File: config.mk
export PLATFORM = sky130hd
export DESIGN_NAME = sstb_top
export DESIGN_NICKNAME = d
export VERILOG_FILES = /design/src/sstb_pkg.sv /design/src/sstb_sync.sv /design/src/sstb_crc.sv /design/src/sstb_top.sv
export SDC_FILE = /design/constraint.sdc
export NUM_CORES = 1
export LEC_CHECK = 0
export BUFFER_PORTS_ARGS = -buffer_cell sky130_fd_sc_hd__buf_2
export CORE_MARGIN = 3
export CORE_UTILIZATION = 52
export DETAILED_ROUTE_END_ITERATION = 6
export PLACE_DENSITY_LB_ADDON = 0.25
export REMOVE_ABC_BUFFERS = 1
export SLEW_MARGIN = 20
export SYNTH_ARGS = -nofsm -noshare
export SYNTH_HDL_FRONTEND = slang
export SYNTH_SLANG_ARGS = --single-unit
File: constraint.sdc
create_clock -name core_clk_i -period 1.7 [get_ports core_clk_i]
set_input_delay 0.085 -clock core_clk_i [delete_from_list [all_inputs] [get_ports core_clk_i]]
set_output_delay 0.085 -clock core_clk_i [all_outputs]
set_load 0.01 [all_outputs]
File: src/sstb_pkg.sv
package sstb_pkg;
   // Register offsets on the plain register port.
   localparam logic [1:0]  OFS_TRANSMIT_DATA_BUFFER   = 2'h0;
   localparam logic [1:0]  OFS_TRANSMIT_CONTROL_STATUS    = 2'h1;
   localparam logic [1:0]  OFS_RECEIVE_CONTROL_STATUS    = 2'h2;
   localparam logic [1:0]  OFS_PARAMETER_CONTROL_REGISTER   = 2'h3;
   // Transmit data buffer fields.
   localparam int          BUF_SOM      = 8;
   localparam int          BUF_EOM      = 9;
   localparam int          BUF_ABORT    = 10;
   // Transmit control and status fields.
   localparam int          CSR_MCLK     = 2;
   localparam int          CSR_MAINT    = 3;
   localparam int          CSR_SEND     = 4;
   localparam int          CSR_EMPTY    = 7;
   localparam int          CSR_DEVRST   = 8;
   localparam int          CSR_ACTIVE   = 9;
   localparam int          CSR_URUN     = 15;
   // Receive status (modem) fields.
   localparam int          MDM_LINES    = 4;
   localparam int          MDM_CTL_LSB  = 4;
   localparam int          MDM_CHG      = 15;
   // Parameter register fields.
   localparam int          PAR_NOCRC    = 9;
   localparam int          PAR_CPS      = 15;
   // Reset values.
   localparam logic [7:0]  RST_CHAR     = 8'h00;
   localparam logic [15:0] RST_WORD     = 16'h0000;
   // Line characters, CRC polynomials, stuffing run length and last bit index.
   localparam logic [7:0]  FLAG_CHAR    = 8'h7E;
   localparam logic [7:0]  ABORT_CHAR   = 8'hFF;
   localparam logic [15:0] POLY_BIT     = 16'h1021;
   localparam logic [15:0] POLY_CHAR    = 16'h8005;
   localparam logic [2:0]  STUFF_ONES   = 3'h5;
   localparam logic [2:0]  LAST_BIT     = 3'h7;
   // Timing: bit clock ceiling and the lead-in before the first bit.
   localparam int          CORE_HZ      = 50000000;
   localparam int          BIT_MAX_HZ   = 10000;
   localparam int          CYC_PER_BIT  = CORE_HZ / BIT_MAX_HZ;
   localparam logic [1:0]  LEAD_BITS    = 2'h2;

   typedef enum logic [1:0] {ST_IDLE, ST_LEAD, ST_SHIFT} sstb_state_t;
   typedef enum logic [2:0] {K_FLAG, K_SYNC, K_DATA, K_CRC_HI, K_CRC_LO, K_ABORT} sstb_kind_t;
endpackage

File: src/sstb_sync.sv
`timescale 1ns/1ps
module sstb_sync #(
   parameter int W = 1
) (
   input  wire logic         core_clk_i,
   input  wire logic         rst_n_i,
   input  wire logic [W-1:0] d_i,
   output logic      [W-1:0] q_o
);
   logic [W-1:0] meta_r;

   always_ff @(posedge core_clk_i) begin
      if (!rst_n_i) begin
         meta_r <= '0;
         q_o    <= '0;
      end else begin
         meta_r <= d_i;
         q_o    <= meta_r;
      end
   end
endmodule

File: src/sstb_crc.sv
`timescale 1ns/1ps
module sstb_crc (
   input  wire logic        core_clk_i,
   input  wire logic        rst_n_i,
   input  wire logic        init_i,
   input  wire logic        ones_i,
   input  wire logic        en_i,
   input  wire logic        bit_i,
   input  wire logic [15:0] poly_i,
   output logic      [15:0] crc_o
);
   wire        fb_w  = crc_o[15] ^ bit_i;
   wire [15:0] nxt_w = {crc_o[14:0], 1'b0} ^ (fb_w ? poly_i : 16'h0000);

   always_ff @(posedge core_clk_i) begin
      if (!rst_n_i) begin
         crc_o <= 16'h0000;
      end else if (init_i) begin
         crc_o <= ones_i ? 16'hFFFF : 16'h0000;
      end else if (en_i) begin
         crc_o <= nxt_w;
      end
   end
endmodule

File: src/sstb_top.sv
// Chosen here: the plain strobed port and the address map.
`timescale 1ns/1ps
module sstb_top (
   input  wire logic        core_clk_i,
   input  wire logic        rst_n_i,
   input  wire logic [1:0]  reg_addr_i,
   input  wire logic [15:0] reg_wdata_i,
   input  wire logic        reg_wr_i,
   input  wire logic        reg_rd_i,
   output logic      [15:0] reg_rdata_o,
   input  wire logic        tx_bit_clk_i,
   input  wire logic [3:0]  modem_stat_i,
   output logic      [1:0]  modem_ctl_o,
   output logic             tx_data_o
);
   sstb_pkg::sstb_state_t state_r;
   sstb_pkg::sstb_kind_t  kind_r;
   sstb_pkg::sstb_kind_t  sel_kind;
   logic [7:0]  buf_r;
   logic        som_r, eom_r, abort_r;
   logic        send_r, maint_r, mclk_r, mclk_prev_r;
   logic        cps_r, nocrc_r;
   logic        empty_r, urun_r, chg_r;
   logic [1:0]  mctl_r;
   logic [7:0]  sr_r;
   logic [2:0]  cnt_r;
   logic [2:0]  ones_r;
   logic [1:0]  lead_r;
   logic        clk_s, clk_prev_r;
   logic [3:0]  mdm_s, mdm_prev_r;
   logic [15:0] crc_w;
   logic [7:0]  sel_char;
   logic        sel_urun;

   // Program device reset clears what the bus reset clears, except the synchronisers, edge and change detectors, CRC and read data.
   wire dev_rst  = reg_wr_i && reg_addr_i == sstb_pkg::OFS_TRANSMIT_CONTROL_STATUS
                   && reg_wdata_i[sstb_pkg::CSR_DEVRST];
   wire clr      = !rst_n_i || dev_rst;
   wire wr_buf   = reg_wr_i && reg_addr_i == sstb_pkg::OFS_TRANSMIT_DATA_BUFFER;
   wire wr_csr   = reg_wr_i && reg_addr_i == sstb_pkg::OFS_TRANSMIT_CONTROL_STATUS && !dev_rst;
   wire wr_mdm   = reg_wr_i && reg_addr_i == sstb_pkg::OFS_RECEIVE_CONTROL_STATUS;
   wire wr_par   = reg_wr_i && reg_addr_i == sstb_pkg::OFS_PARAMETER_CONTROL_REGISTER;
   wire rd_mdm   = reg_rd_i && reg_addr_i == sstb_pkg::OFS_RECEIVE_CONTROL_STATUS;
   wire som_wr   = wr_buf && reg_wdata_i[sstb_pkg::BUF_SOM];

   // The modem bit clock is sampled, never used as a clock, so only its edges matter.
   sstb_sync #(
      .W (1)
   ) u_clk_sync (
      .core_clk_i (core_clk_i),
      .rst_n_i    (rst_n_i),
      .d_i        (tx_bit_clk_i),
      .q_o        (clk_s)
   );

   sstb_sync #(
      .W (4)
   ) u_mdm_sync (
      .core_clk_i (core_clk_i),
      .rst_n_i    (rst_n_i),
      .d_i        (modem_stat_i),
      .q_o        (mdm_s)
   );

   // Maintenance mode steps the transmitter on rising software clock edges.
   wire tick     = maint_r ? (mclk_r && !mclk_prev_r) : (clk_s && !clk_prev_r);
   wire shifting = state_r == sstb_sup_shift();
   wire stuffable = !cps_r && (kind_r == sstb_pkg::K_DATA || kind_r == sstb_pkg::K_CRC_HI
                    || kind_r == sstb_pkg::K_CRC_LO);
   // Five ones carried over from the last data bit still force a zero ahead of a flag.
   wire stuff_now = !cps_r && ones_r == sstb_pkg::STUFF_ONES;
   wire shift_bit = shifting && tick && !stuff_now;
   wire boundary  = shift_bit && cnt_r == sstb_pkg::LAST_BIT;
   wire lead_done = state_r == sstb_pkg::ST_LEAD && tick && lead_r == sstb_pkg::LEAD_BITS - 2'h1;
   wire load_chr  = (boundary && send_r) || (lead_done && send_r);
   // At a data boundary the register has not yet taken the last bit, so it is folded in here.
   wire [15:0] poly_w   = cps_r ? sstb_pkg::POLY_CHAR : sstb_pkg::POLY_BIT;
   wire [15:0] crc_last = {crc_w[14:0], 1'b0} ^ ((crc_w[15] ^ sr_r[0]) ? poly_w : 16'h0000);
   wire [15:0] crc_now  = (kind_r == sstb_pkg::K_DATA) ? crc_last : crc_w;
   wire [15:0] crc_tx   = cps_r ? crc_now : ~crc_now;
   wire [7:0]  crc_hi = {<<{crc_tx[15:8]}};
   wire [7:0]  crc_lo = {<<{crc_tx[7:0]}};
   wire [7:0]  fill   = cps_r ? buf_r : sstb_pkg::FLAG_CHAR;
   wire        urun_set  = load_chr && sel_urun;
   wire        empty_set = load_chr || (boundary && !send_r);

   function automatic sstb_pkg::sstb_state_t sstb_sup_shift();
      return sstb_pkg::ST_SHIFT;
   endfunction

   // Choice of the next character at a character boundary.
   always_comb begin
      sel_kind = sstb_pkg::K_DATA;
      sel_char = buf_r;
      sel_urun = 1'b0;
      if (kind_r == sstb_pkg::K_CRC_HI && shifting) begin
         sel_kind = sstb_pkg::K_CRC_LO;
         sel_char = crc_lo;
      end else if (som_r) begin
         sel_kind = cps_r ? sstb_pkg::K_SYNC : sstb_pkg::K_FLAG;
         sel_char = fill;
      end else if (abort_r) begin
         sel_kind = sstb_pkg::K_ABORT;
         sel_char = sstb_pkg::ABORT_CHAR;
      end else if (eom_r) begin
         if (kind_r == sstb_pkg::K_DATA && !nocrc_r) begin
            sel_kind = sstb_pkg::K_CRC_HI;
            sel_char = crc_hi;
         end else begin
            sel_kind = sstb_pkg::K_FLAG;
            sel_char = sstb_pkg::FLAG_CHAR;
         end
      end else if (!empty_r) begin
         sel_kind = sstb_pkg::K_DATA;
         sel_char = buf_r;
      end else begin
         sel_kind = cps_r ? sstb_pkg::K_SYNC : sstb_pkg::K_FLAG;
         sel_char = fill;
         sel_urun = kind_r == sstb_pkg::K_DATA;
      end
   end

   // CRC runs only on data bits, never on inserted zeros, flags or sync.
   sstb_crc u_crc (
      .core_clk_i (core_clk_i),
      .rst_n_i    (rst_n_i),
      .init_i     (som_wr),
      .ones_i     (!cps_r),
      .en_i       (shift_bit && kind_r == sstb_pkg::K_DATA),
      .bit_i      (sr_r[0]),
      .poly_i     (cps_r ? sstb_pkg::POLY_CHAR : sstb_pkg::POLY_BIT),
      .crc_o      (crc_w)
   );

   always_ff @(posedge core_clk_i) begin
      if (clr) begin
         buf_r   <= sstb_pkg::RST_CHAR;
         som_r   <= 1'b0;
         eom_r   <= 1'b0;
         abort_r <= 1'b0;
      end else if (wr_buf) begin
         buf_r   <= reg_wdata_i[7:0];
         som_r   <= reg_wdata_i[sstb_pkg::BUF_SOM];
         eom_r   <= reg_wdata_i[sstb_pkg::BUF_EOM];
         abort_r <= reg_wdata_i[sstb_pkg::BUF_ABORT];
      end
   end

   always_ff @(posedge core_clk_i) begin
      if (clr) begin
         send_r  <= 1'b0;
         maint_r <= 1'b0;
         mclk_r  <= 1'b0;
         cps_r   <= 1'b0;
         nocrc_r <= 1'b0;
         mctl_r  <= 2'h0;
      end else begin
         if (wr_csr) begin
            send_r  <= reg_wdata_i[sstb_pkg::CSR_SEND];
            maint_r <= reg_wdata_i[sstb_pkg::CSR_MAINT];
            mclk_r  <= reg_wdata_i[sstb_pkg::CSR_MCLK];
         end
         if (wr_par) begin
            cps_r   <= reg_wdata_i[sstb_pkg::PAR_CPS];
            nocrc_r <= reg_wdata_i[sstb_pkg::PAR_NOCRC];
         end
         if (wr_mdm) begin
            mctl_r  <= reg_wdata_i[sstb_pkg::MDM_CTL_LSB +: 2];
         end
      end
   end

   // Flags: hardware set wins over the software clear in the same cycle.
   always_ff @(posedge core_clk_i) begin
      if (clr) begin
         empty_r <= 1'b1;
         urun_r  <= 1'b0;
      end else begin
         empty_r <= empty_set || (empty_r && !wr_buf);
         urun_r  <= urun_set || (urun_r && !som_wr);
      end
   end

   // Modem lines are reported only; nothing here gates the transmitter on them.
   always_ff @(posedge core_clk_i) begin
      if (!rst_n_i) begin
         mdm_prev_r  <= 4'h0;
         chg_r       <= 1'b0;
         clk_prev_r  <= 1'b0;
         mclk_prev_r <= 1'b0;
      end else begin
         mdm_prev_r  <= mdm_s;
         chg_r       <= (mdm_s != mdm_prev_r) || (chg_r && !rd_mdm);
         clk_prev_r  <= clk_s;
         mclk_prev_r <= mclk_r;
      end
   end

   // Transmit sequencer.
   always_ff @(posedge core_clk_i) begin
      if (clr) begin
         state_r   <= sstb_pkg::ST_IDLE;
         kind_r    <= sstb_pkg::K_FLAG;
         sr_r      <= 8'hFF;
         cnt_r     <= 3'h0;
         ones_r    <= 3'h0;
         lead_r    <= 2'h0;
         tx_data_o <= 1'b1;
      end else begin
         case (state_r)
            sstb_pkg::ST_IDLE: begin
               lead_r <= 2'h0;
               ones_r <= 3'h0;
               if (send_r && som_r) begin
                  state_r <= sstb_pkg::ST_LEAD;
               end
            end
            sstb_pkg::ST_LEAD: begin
               if (!send_r) begin
                  state_r <= sstb_pkg::ST_IDLE;
               end else if (lead_done) begin
                  state_r <= sstb_pkg::ST_SHIFT;
               end else if (tick) begin
                  lead_r <= lead_r + 2'h1;
               end
            end
            default: begin
               if (tick && stuff_now) begin
                  tx_data_o <= 1'b0;
                  ones_r    <= 3'h0;
               end else if (shift_bit) begin
                  tx_data_o <= sr_r[0];
                  sr_r      <= {1'b1, sr_r[7:1]};
                  cnt_r     <= cnt_r + 3'h1;
                  ones_r    <= (sr_r[0] && stuffable) ? ones_r + 3'h1 : 3'h0;
                  if (boundary && !send_r) begin
                     state_r <= sstb_pkg::ST_IDLE;
                  end
               end
            end
         endcase
         if (load_chr) begin
            kind_r <= sel_kind;
            sr_r   <= sel_char;
            cnt_r  <= 3'h0;
         end
         // The last bit of a frame keeps its full bit time before the line returns to mark.
         if (state_r != sstb_pkg::ST_SHIFT && tick) begin
            tx_data_o <= 1'b1;
         end
      end
   end

   // Register read port: data stand only in the cycle after the read strobe.
   wire [15:0] rd_buf = {5'h00, abort_r, eom_r, som_r, buf_r};
   wire [15:0] rd_csr = {urun_r, 5'h00, shifting, 1'b0, empty_r, 2'h0,
                         send_r, maint_r, mclk_r, 2'h0};
   wire [15:0] rd_mdmw = {chg_r, 9'h000, mctl_r, mdm_s};
   wire [15:0] rd_par = {cps_r, 5'h00, nocrc_r, 9'h000};
   wire [15:0] rd_mux = (reg_addr_i == sstb_pkg::OFS_TRANSMIT_DATA_BUFFER) ? rd_buf :
                        (reg_addr_i == sstb_pkg::OFS_TRANSMIT_CONTROL_STATUS)  ? rd_csr :
                        (reg_addr_i == sstb_pkg::OFS_RECEIVE_CONTROL_STATUS)  ? rd_mdmw : rd_par;

   always_ff @(posedge core_clk_i) begin
      if (!rst_n_i) begin
         reg_rdata_o <= sstb_pkg::RST_WORD;
      end else begin
         reg_rdata_o <= reg_rd_i ? rd_mux : sstb_pkg::RST_WORD;
      end
   end

   assign modem_ctl_o = mctl_r;
endmodule

==> out/results.ini, run 1 <==
[global_route]
gr-usage-met2=0.393
grt_pass1_vias=3469
top_usage_layer=met2
overflow=0
grt.met1_usage=0.319
met3_usage=0.0494
grt_pass1_wl_um=16700
grt_util_all_layers=0.238
grt_max_degree=26
antenna_found_initial=0

[placed_design]
place_ws_ns=-0.154
io_buffers=37
dpl.cell_count=629
routabilityCongestion=0.889
dpl.hpwl_um=7470

[sta]
hold_violations=0
rsz0062_at_grt=yes
slew_violations=0
fin_crit_ns=1.75
final-setup-viol-count=14
setup_slack_ns=-0.0546
finalSetupTns_ns=-0.385
max_freq_ghz=0.570
skew_ns=0.0117
hold-worst-slack_ns=0.0577
fin_crit_sh=1.03

[clock_tree]
cts_root_buf=clkbuf_8
tritoncts=yes
clk_pin_slew_ns=0.09
numCtsBuffers=9
htree_num_levels=3
clk_path_buf_depth=2
cts_sinks=87
worstSkewPairLatency_ns=0.36

[run]
max_cap_violations=0

[setup_path]
cp_max_fo=7
startpoint_type=flop
cp.required_ns=1.97
arrival_ns=2.03
critPathCaptureType=flop
timing_worst_setup_path_type=reg2reg

[final_layout]
drive_above_1_share=0.250
seq_area_um2=1750
instances_no_fill=664
final_common_cell=dfxtp_1
multi_input_area_um2=2260
nFillCells=589
most-common-layout-cells=dfxtp_1, nand2_1, buf_4
nNetsFinal=592
syn_to_final_growth_pct=26.2
num_antenna_cells=0

[die]
core_area_um2=7410
pin_count=46
rows=31
dieArea_um2=8930
fp.dieH_um=94.5
start_util=0.550
die_x_um=94.5

[drt]
antenna_left=0
wl_per_cell_um=15.8
vias_per_cell=5.51
drtPass1Iterations=4
drtIter0Drc=178
drc=0
totalWireLength_um=10500
num_vias=3659

[logic_synthesis]
yosysWarnings=0
synthArstFlopShare=0
syn_area_um2=4070
synth_top_family_by_area=simple AND/OR/NAND/NOR gates
ys_types=59
synth_ff_type=dfxtp_1
avgSynthCellArea_um2=8.51
ys_ff_latch=87
synth_edf_count=0
yosys.area_share.simple=0.224
synthAdderAreaFrac=0.0154
synth-seq-area-share=0.428
synthCells=479
synth_xor_area_frac=0.0537
synth_compound_area_frac=0.165
synthMuxAreaShare=0.0620

[pwr]
worst_ir_drop_vdd_uv=741
total_power_mw=3.92
leakage_nw=2.12
powerDensity_nw_per_um2=762

[hold_path]
hp-class=in2reg

[outcome]
status=finished with violations
violations=setup timing

report_power, final:
group / total, mW / internal [mW] / switching [mW]
Clock: 1.43 / 0.687 / 0.745
Sequential: 2.13 / 2.08 / 0.0444
Combinational: 0.360 / 0.168 / 0.192
Total: 3.92 / 2.94 / 0.982
path summary, 6_finish.rpt:
| kind | from | to | slack [ns] | depth (start not counted) |
|---|---|---|---|---|
| max | ones_r[1]$_SDFFE_PP0P_ | sr_r[1]$_SDFFE_PP1P_ | -0.05 | 8 |
| min | reg_wr_i | modem_ctl_o[0]$_SDFFE_PP0P_ | 0.06 | 3 |
| max reg2reg | ones_r[1]$_SDFFE_PP0P_ | sr_r[1]$_SDFFE_PP1P_ | -0.05 | 8 |
| min reg2reg | u_mdm_sync.meta_r[2]$_SDFF_PN0_ | u_mdm_sync.q_o[2]$_SDFF_PN0_ | 0.44 | 1 |
sequential cells by signal, indices dropped and copies added (netlist names), 2 cells and up:
| signal | cells |
|---|---|
| u_crc.crc_o | 16 |
| reg_rdata_o | 12 |
| buf_r | 8 |
| sr_r | 8 |
| mdm_prev_r | 4 |
| u_mdm_sync.meta_r | 4 |
| u_mdm_sync.q_o | 4 |
| cnt_r | 3 |
| kind_r | 3 |
| ones_r | 3 |
| lead_r | 2 |
| modem_ctl_o | 2 |
| state_r | 2 |
critical path, cell delays in order, from the launching register on:
cell      delay [ns]
dfxtp_2         0.35
inv_2           0.05
ha_4            0.16
and3b_2         0.22
o32ai_2         0.23
and3_4          0.28
buf_6           0.16
o21ai_2         0.06
o221ai_1        0.18
routing by layer:
metal  part of all wire  wire length (um)
met2               0.49              5120
met4              0.018               187
met5                  0                 0
met3              0.048               499
met1               0.45              4690
logic make-up after synthesis:
kind of cell    Yosys count
compound gates          104
xor+xnor                 25
fa+ha+maj                 5
buf+inv                  45
flops                    87
mux                      25
other cells               1
simple gates            187
cells in the mapped netlist (all sizes together) (4+ instances only):
| cell | number | share of area |
|---|---|---|
| a21oi | 29 | 0.036 |
| a31oi | 12 | 0.018 |
| and2 | 20 | 0.031 |
| and3 | 7 | 0.011 |
| buf | 16 | 0.024 |
| clkbuf | 18 | 0.017 |
| dfxtp | 87 | 0.43 |
| ha | 5 | 0.015 |
| inv | 11 | 0.010 |
| mux2i | 23 | 0.057 |
| nand2 | 70 | 0.064 |
| nand2b | 6 | 0.0092 |
| nand3 | 7 | 0.0086 |
| nand4 | 4 | 0.0061 |
| nor2 | 42 | 0.039 |
| nor2b | 8 | 0.014 |
| nor3 | 9 | 0.011 |
| o211ai | 5 | 0.013 |
| o21ai | 28 | 0.034 |
| o221ai | 6 | 0.013 |
| o311a | 5 | 0.012 |
| xnor2 | 17 | 0.037 |
| xor2 | 8 | 0.017 |
area by class of cell:
cell class / instances / share of cell area
Clock buffer: 10 / 0.0248
Clock inverter: 6 / 0.0136
Inverter: 11 / 0.00803
Multi-Input combinational cell: 350 / 0.440
Sequential cell: 87 / 0.340
Tap cell: 99 / 0.0241
Timing Repair Buffer: 101 / 0.149
timing repair:
item / in CTS / in global routing
pin swaps: 3 / 14
setup buffers: 1 / 2
hold endpoints to repair: 17 / 0
resized for setup: 14 / 33
hold buffers: 15 / 0
setup endpoints to repair: 22 / 37
gates cloned: 1 / 0
stage by stage:
step	instance area, um^2	utilization
after floorplan	3920	-
after global placement	4620	0.623
after detailed placement	4620	0.623
after CTS	5020	0.678
after global routing	5140	0.694
final	5140	0.694
Power figures use the tool's default switching activity.
==> run 2, diff against run 1 <==
--- a/config.mk
+++ b/config.mk
@@ -10,6 +10,7 @@
 export CORE_UTILIZATION = 52
 export DETAILED_ROUTE_END_ITERATION = 6
 export PLACE_DENSITY_LB_ADDON = 0.25
+export RECOVER_POWER = 50
 export REMOVE_ABC_BUFFERS = 1
 export SLEW_MARGIN = 20
 export SYNTH_ARGS = -nofsm -noshare
==> run 2 against run 1 <==
The run still ends with setup timing left. Worst hold slack improved by 0.0020 ns. Via count rose by 0.14%. Fmax shrank 0.31%. Sequential share of layout area increased by 0.13 points. Critical endpoint unchanged.
==> out/results.ini, run 2 (synthesis results as in run 1) <==
[global_route]
grt_util_all_layers=0.238  ; unchanged
overflow=0  ; unchanged
grt_max_degree=26  ; unchanged
grt_pass1_wl_um=16700  ; unchanged
grt_pass1_vias=3469  ; unchanged
antenna_found_initial=0  ; unchanged

[placed_design]
dpl_cell_area_um2=4620  ; unchanged
io_buffers=37  ; unchanged
place_ws_ns=-0.154  ; unchanged
routabilityCongestion=0.889  ; unchanged
dpl.hpwl_um=7470  ; unchanged
dpl.cell_count=629  ; unchanged

[hold_path]
hold_depth=3  ; unchanged
hp-class=in2reg

[sta]
final-setup-viol-count=13  ; -1
fin_crit_sh=1.04  ; +0.00320
fin_crit_ns=1.76  ; +0.00544 ns
slew_violations=0  ; unchanged
slew-limit-headroom=0.536
setup_slack_ns=-0.0600  ; -0.00544 ns
finalSetupTns_ns=-0.323  ; +0.0613 ns
rsz0062_at_grt=yes
hold_violations=0  ; unchanged
hold-worst-slack_ns=0.0598  ; +0.00203 ns
max_freq_ghz=0.568  ; -0.31%
worst_slew_pin_slew_ns=0.696
skew_ns=0.0112  ; -0.000471 ns

[clock_tree]
numCtsBuffers=9  ; unchanged
tritoncts=yes
htree_num_levels=3  ; unchanged
cts_root_buf=clkbuf_8
clk_pin_slew_ns=0.09  ; about the same
clk_path_buf_depth=2  ; unchanged
worstSkewPairLatency_ns=0.36  ; about the same
cts_sinks=87  ; unchanged

[drt]
wl_per_cell_um=15.8  ; -0.21%
totalWireLength_um=10500  ; -0.21%
drtPass1Iterations=4  ; unchanged
antenna_left=0  ; unchanged
drtIter0Drc=210  ; +18%
drc=0  ; unchanged
vias_per_cell=5.52  ; +0.14%
num_vias=3664  ; +0.14%

[die]
start_util=0.550  ; unchanged
die_x_um=94.5  ; unchanged
pin_count=46  ; unchanged
core_area_um2=7410  ; unchanged
rows=31  ; unchanged
dieArea_um2=8930  ; unchanged
fp.dieH_um=94.5  ; unchanged

[final_layout]
design_area_um2=5120  ; -0.46%
seq_area_um2=1750  ; about the same
largest_reg_flops=16  ; unchanged
nFillCells=597  ; +1.4%
num_antenna_cells=0  ; unchanged
final_common_cell=dfxtp_1
nNetsFinal=592  ; unchanged
multi_input_area_um2=2260  ; -0.17%
largest_register=u_crc.crc_o
top_regs=u_crc.crc_o x16, reg_rdata_o x12
drive_above_1_share=0.227  ; -0.0230
instances_no_fill=664  ; unchanged
final_util=0.691  ; -0.00321
most-common-layout-cells=dfxtp_1, nand2_1, nor2_1, buf_4, a21oi_1
syn_to_final_growth_pct=25.6

[setup_path]
critPathCaptureType=flop
arrival_ns=2.03  ; about the same
cp.required_ns=1.97  ; about the same
timing_worst_setup_path_type=reg2reg
r2r_cells=8  ; unchanged
startpoint_type=flop
cp_max_fo=7  ; unchanged

[run]
max_cap_violations=0  ; unchanged

[pwr]
powerDensity_nw_per_um2=765  ; +0.27%
worst_ir_drop_vdd_uv=737  ; -0.47%
total_power_mw=3.91  ; -0.19%
leakage_nw=2.07  ; -2.2%

[outcome]
status=finished with violations
violations=setup timing

## run 2: power breakdown
part	switching, mW	leakage (nW)	internal [mW]
logic	0.191	1.27	0.163
clock network	0.743	0.0891	0.687
registers	0.0447	0.709	2.08
total	0.979	2.07	2.93
## run 2: path summary, 6_finish.rpt
kind | from | endpoint | slack, ns
max | ones_r[1]$_SDFFE_PP0P_ | sr_r[1]$_SDFFE_PP1P_ | -0.06
min | reg_wr_i | modem_ctl_o[0]$_SDFFE_PP0P_ | 0.06
min reg2reg | u_mdm_sync.meta_r[2]$_SDFF_PN0_ | u_mdm_sync.q_o[2]$_SDFF_PN0_ | 0.44
max reg2reg | ones_r[1]$_SDFFE_PP0P_ | sr_r[1]$_SDFFE_PP1P_ | -0.06
## run 2: area by class of cell
class | count | share of cell area
inverters | 11 | 0.00807
clock inverters | 6 | 0.0137
repair buffers | 101 | 0.146
clock buffers | 10 | 0.0249
multi-input cells | 350 | 0.441
flip-flops and latches | 87 | 0.342
well taps | 99 | 0.0242
## run 2: layer usage
metal  wire length [um]  global-route usage
met5                  0                   0
met4                187              0.0589
met3                485              0.0494
met2               5090               0.393
met1               4710               0.319
## run 2: worst max-delay path: stages, from the launching register on
cell      delay, ns
dfxtp_2        0.35
inv_2          0.05
ha_4           0.16
and3b_2        0.22
o32ai_2        0.23
and3_4         0.28
buf_6          0.16
o21ai_2        0.06
o221ai_1       0.19
## run 2: timing repair
action / in CTS / in global routing
pin swaps: 3 / 14
buffers inserted: 1 / 2
gates cloned: 1 / 0
endpoints found under the hold margin: 17 / 0
gates resized for setup: 14 / 33
setup endpoints to repair: 22 / 37
hold buffers: 15 / 0
==> run 3, diff against run 2 <==
--- a/config.mk
+++ b/config.mk
@@ -10,7 +10,7 @@
 export CORE_UTILIZATION = 52
 export DETAILED_ROUTE_END_ITERATION = 6
 export PLACE_DENSITY_LB_ADDON = 0.25
-export RECOVER_POWER = 50
+export RECOVER_POWER = 25
 export REMOVE_ABC_BUFFERS = 1
 export SLEW_MARGIN = 20
 export SYNTH_ARGS = -nofsm -noshare
==> run 3 against run 2 <==
The run still ends with setup timing left. Critical endpoint unchanged. Worst hold slack gained 0.00077 ns. Utilization grew 0.15 points. First-iteration DRC count up 5.7%. Setup slack barely moved. Combinational power about the same. Critical path type unchanged. Largest power group unchanged. Non-clock buffer count unchanged. Highest routed layer unchanged. Critical path depth is the same. Clock power about the same. Fmax is essentially flat.
==> out/results.ini, run 3 (synthesis results as in run 1) <==
[pwr]
powerDensity_nw_per_um2=763  ; -0.16%
worst_ir_drop_vdd_uv=737  ; about the same
leakage_nw=2.10  ; +1.6%

[global_route]
overflow=0  ; unchanged
grt_util_all_layers=0.238  ; unchanged
antenna_found_initial=0  ; unchanged
grt_pass1_wl_um=16700  ; unchanged
grt_pass1_vias=3469  ; unchanged
grt_max_degree=26  ; unchanged

[placed_design]
dpl.hpwl_um=7470  ; unchanged
routabilityCongestion=0.889  ; unchanged
io_buffers=37  ; unchanged
place_ws_ns=-0.154  ; unchanged

[clock_tree]
htree_num_levels=3  ; unchanged
numCtsBuffers=9  ; unchanged
cts_sinks=87  ; unchanged
worstSkewPairLatency_ns=0.36  ; about the same
cts_root_buf=clkbuf_8
clk_path_buf_depth=2  ; unchanged
clk_pin_slew_ns=0.09  ; about the same
tritoncts=yes

[drt]
wl_per_cell_um=15.8  ; about the same
antenna_left=0  ; unchanged
totalWireLength_um=10500  ; about the same
drc=0  ; unchanged
drtPass1Iterations=4  ; unchanged
num_vias=3672  ; +0.22%
vias_per_cell=5.53  ; +0.22%
drtIter0Drc=222  ; +5.7%

[final_layout]
syn_to_final_growth_pct=25.9
final_common_cell=dfxtp_1
multi_input_area_um2=2260  ; unchanged
drive_above_1_share=0.242  ; +0.0159
largest_register=u_crc.crc_o
top_regs=u_crc.crc_o x16, reg_rdata_o x12
seq_area_um2=1750  ; unchanged
num_antenna_cells=0  ; unchanged
nFillCells=596  ; -0.17%
most-common-layout-cells=dfxtp_1, nand2_1, nor2_1, buf_4, buf_2
nNetsFinal=592  ; unchanged
largest_reg_flops=16  ; unchanged

[hold_path]
hp-class=in2reg

[sta]
fin_crit_ns=1.76  ; +0.0000697 ns
slew-limit-headroom=0.556  ; +0.0200
max_freq_ghz=0.568  ; about the same
slew_violations=0  ; unchanged
worst_slew_pin_slew_ns=0.666  ; -0.0300 ns
setup_slack_ns=-0.0601  ; -0.0000697 ns
hold_violations=0  ; unchanged
skew_ns=0.0110  ; -0.000189 ns
finalSetupTns_ns=-0.324  ; -0.00109 ns
rsz0062_at_grt=yes
fin_crit_sh=1.04  ; about the same
final-setup-viol-count=13  ; unchanged

[die]
dieArea_um2=8930  ; unchanged
die_x_um=94.5  ; unchanged
pin_count=46  ; unchanged
start_util=0.550  ; unchanged
core_area_um2=7410  ; unchanged
fp.dieH_um=94.5  ; unchanged
rows=31  ; unchanged

[outcome]
status=finished with violations
violations=setup timing

[setup_path]
slowest_delay_ns=0.35  ; about the same
slowest_stage=dfxtp_2
arrival_ns=2.03  ; about the same
startpoint_type=flop
critPathCaptureType=flop
cp_max_fo=7  ; unchanged
crit_path_cell_trace=inv_2 -> ha_4 -> and3b_2 -> o32ai_2 -> and3_4 -> buf_6 -> o21ai_2 -> o221ai_1
cp.required_ns=1.97  ; about the same
timing_worst_setup_path_type=reg2reg

[run]
max_cap_violations=0  ; unchanged

==> run 3: area by class of cell <==
class,instances,area share
timing repair buffer,101,0.148
sequential,87,0.341
clock inverter,6,0.0137
clock buffer,10,0.0249
tap,99,0.0242
inverter,11,0.00805
multi-input combinational,350,0.440
==> run 3: metal layers <==
layer	vias to the layer above	routed length, um	track usage
met5	-	0	0
met1	1739	4680	0.319
li1	1811	-	-
met3	17	508	0.0494
met4	0	187	0.0589
met2	105	5090	0.393
==> run 3: worst paths after layout <==
path                                   startpoint                           end  slack, ns  depth (start not counted)
setup / recovery           ones_r[1]$_SDFFE_PP0P_          sr_r[1]$_SDFFE_PP1P_      -0.06                          8
hold / removal                            rst_n_i          maint_r$_SDFFE_PP0P_       0.06                          2
setup reg to reg           ones_r[1]$_SDFFE_PP0P_          sr_r[1]$_SDFFE_PP1P_      -0.06                          8
hold reg to reg   u_mdm_sync.meta_r[2]$_SDFF_PN0_  u_mdm_sync.q_o[2]$_SDFF_PN0_       0.44                          1
==> run 3: power breakdown <==
| part | internal (mW) | switching [mW] | leakage, nW |
|---|---|---|---|
| logic | 0.165 | 0.191 | 1.31 |
| registers | 2.08 | 0.0445 | 0.709 |
| clock network | 0.687 | 0.743 | 0.0891 |
| total | 2.94 | 0.979 | 2.10 |
==> run 3: repair_timing <==
action	in CTS	in global routing
resized for setup	14	33
cloned	1	0
setup endpoints to repair	22	37
hold endpoints to repair	17	0
pin swaps	3	14
buffers inserted	1	2
hold buffers	15	0
==> run 3: critical path: cells and delay by family (launching register included) <==
kind / cells / cell delay, ns
flip-flops: 1 / 0.35
buffers and inverters: 2 / 0.21
AND/OR/NAND/NOR: 2 / 0.50
adder cells (fa/ha/maj): 1 / 0.16
AO/OA/AOI/OAI: 3 / 0.48
==> run 3: per-stage QoR <==
step                      cell area [um^2]  power (mW)  std cells   util  hold WS (ns)
final                                 5130        3.91        664  0.692        0.0605
after global routing                  5130        4.06        664  0.692        0.0512
after CTS                             5020        3.94        662  0.678        0.0405
after detailed placement              4620        2.50        629  0.623         0.293
after global placement                4620        2.49        629  0.623         0.293
after floorplan                       3920        2.34        448      -         0.164
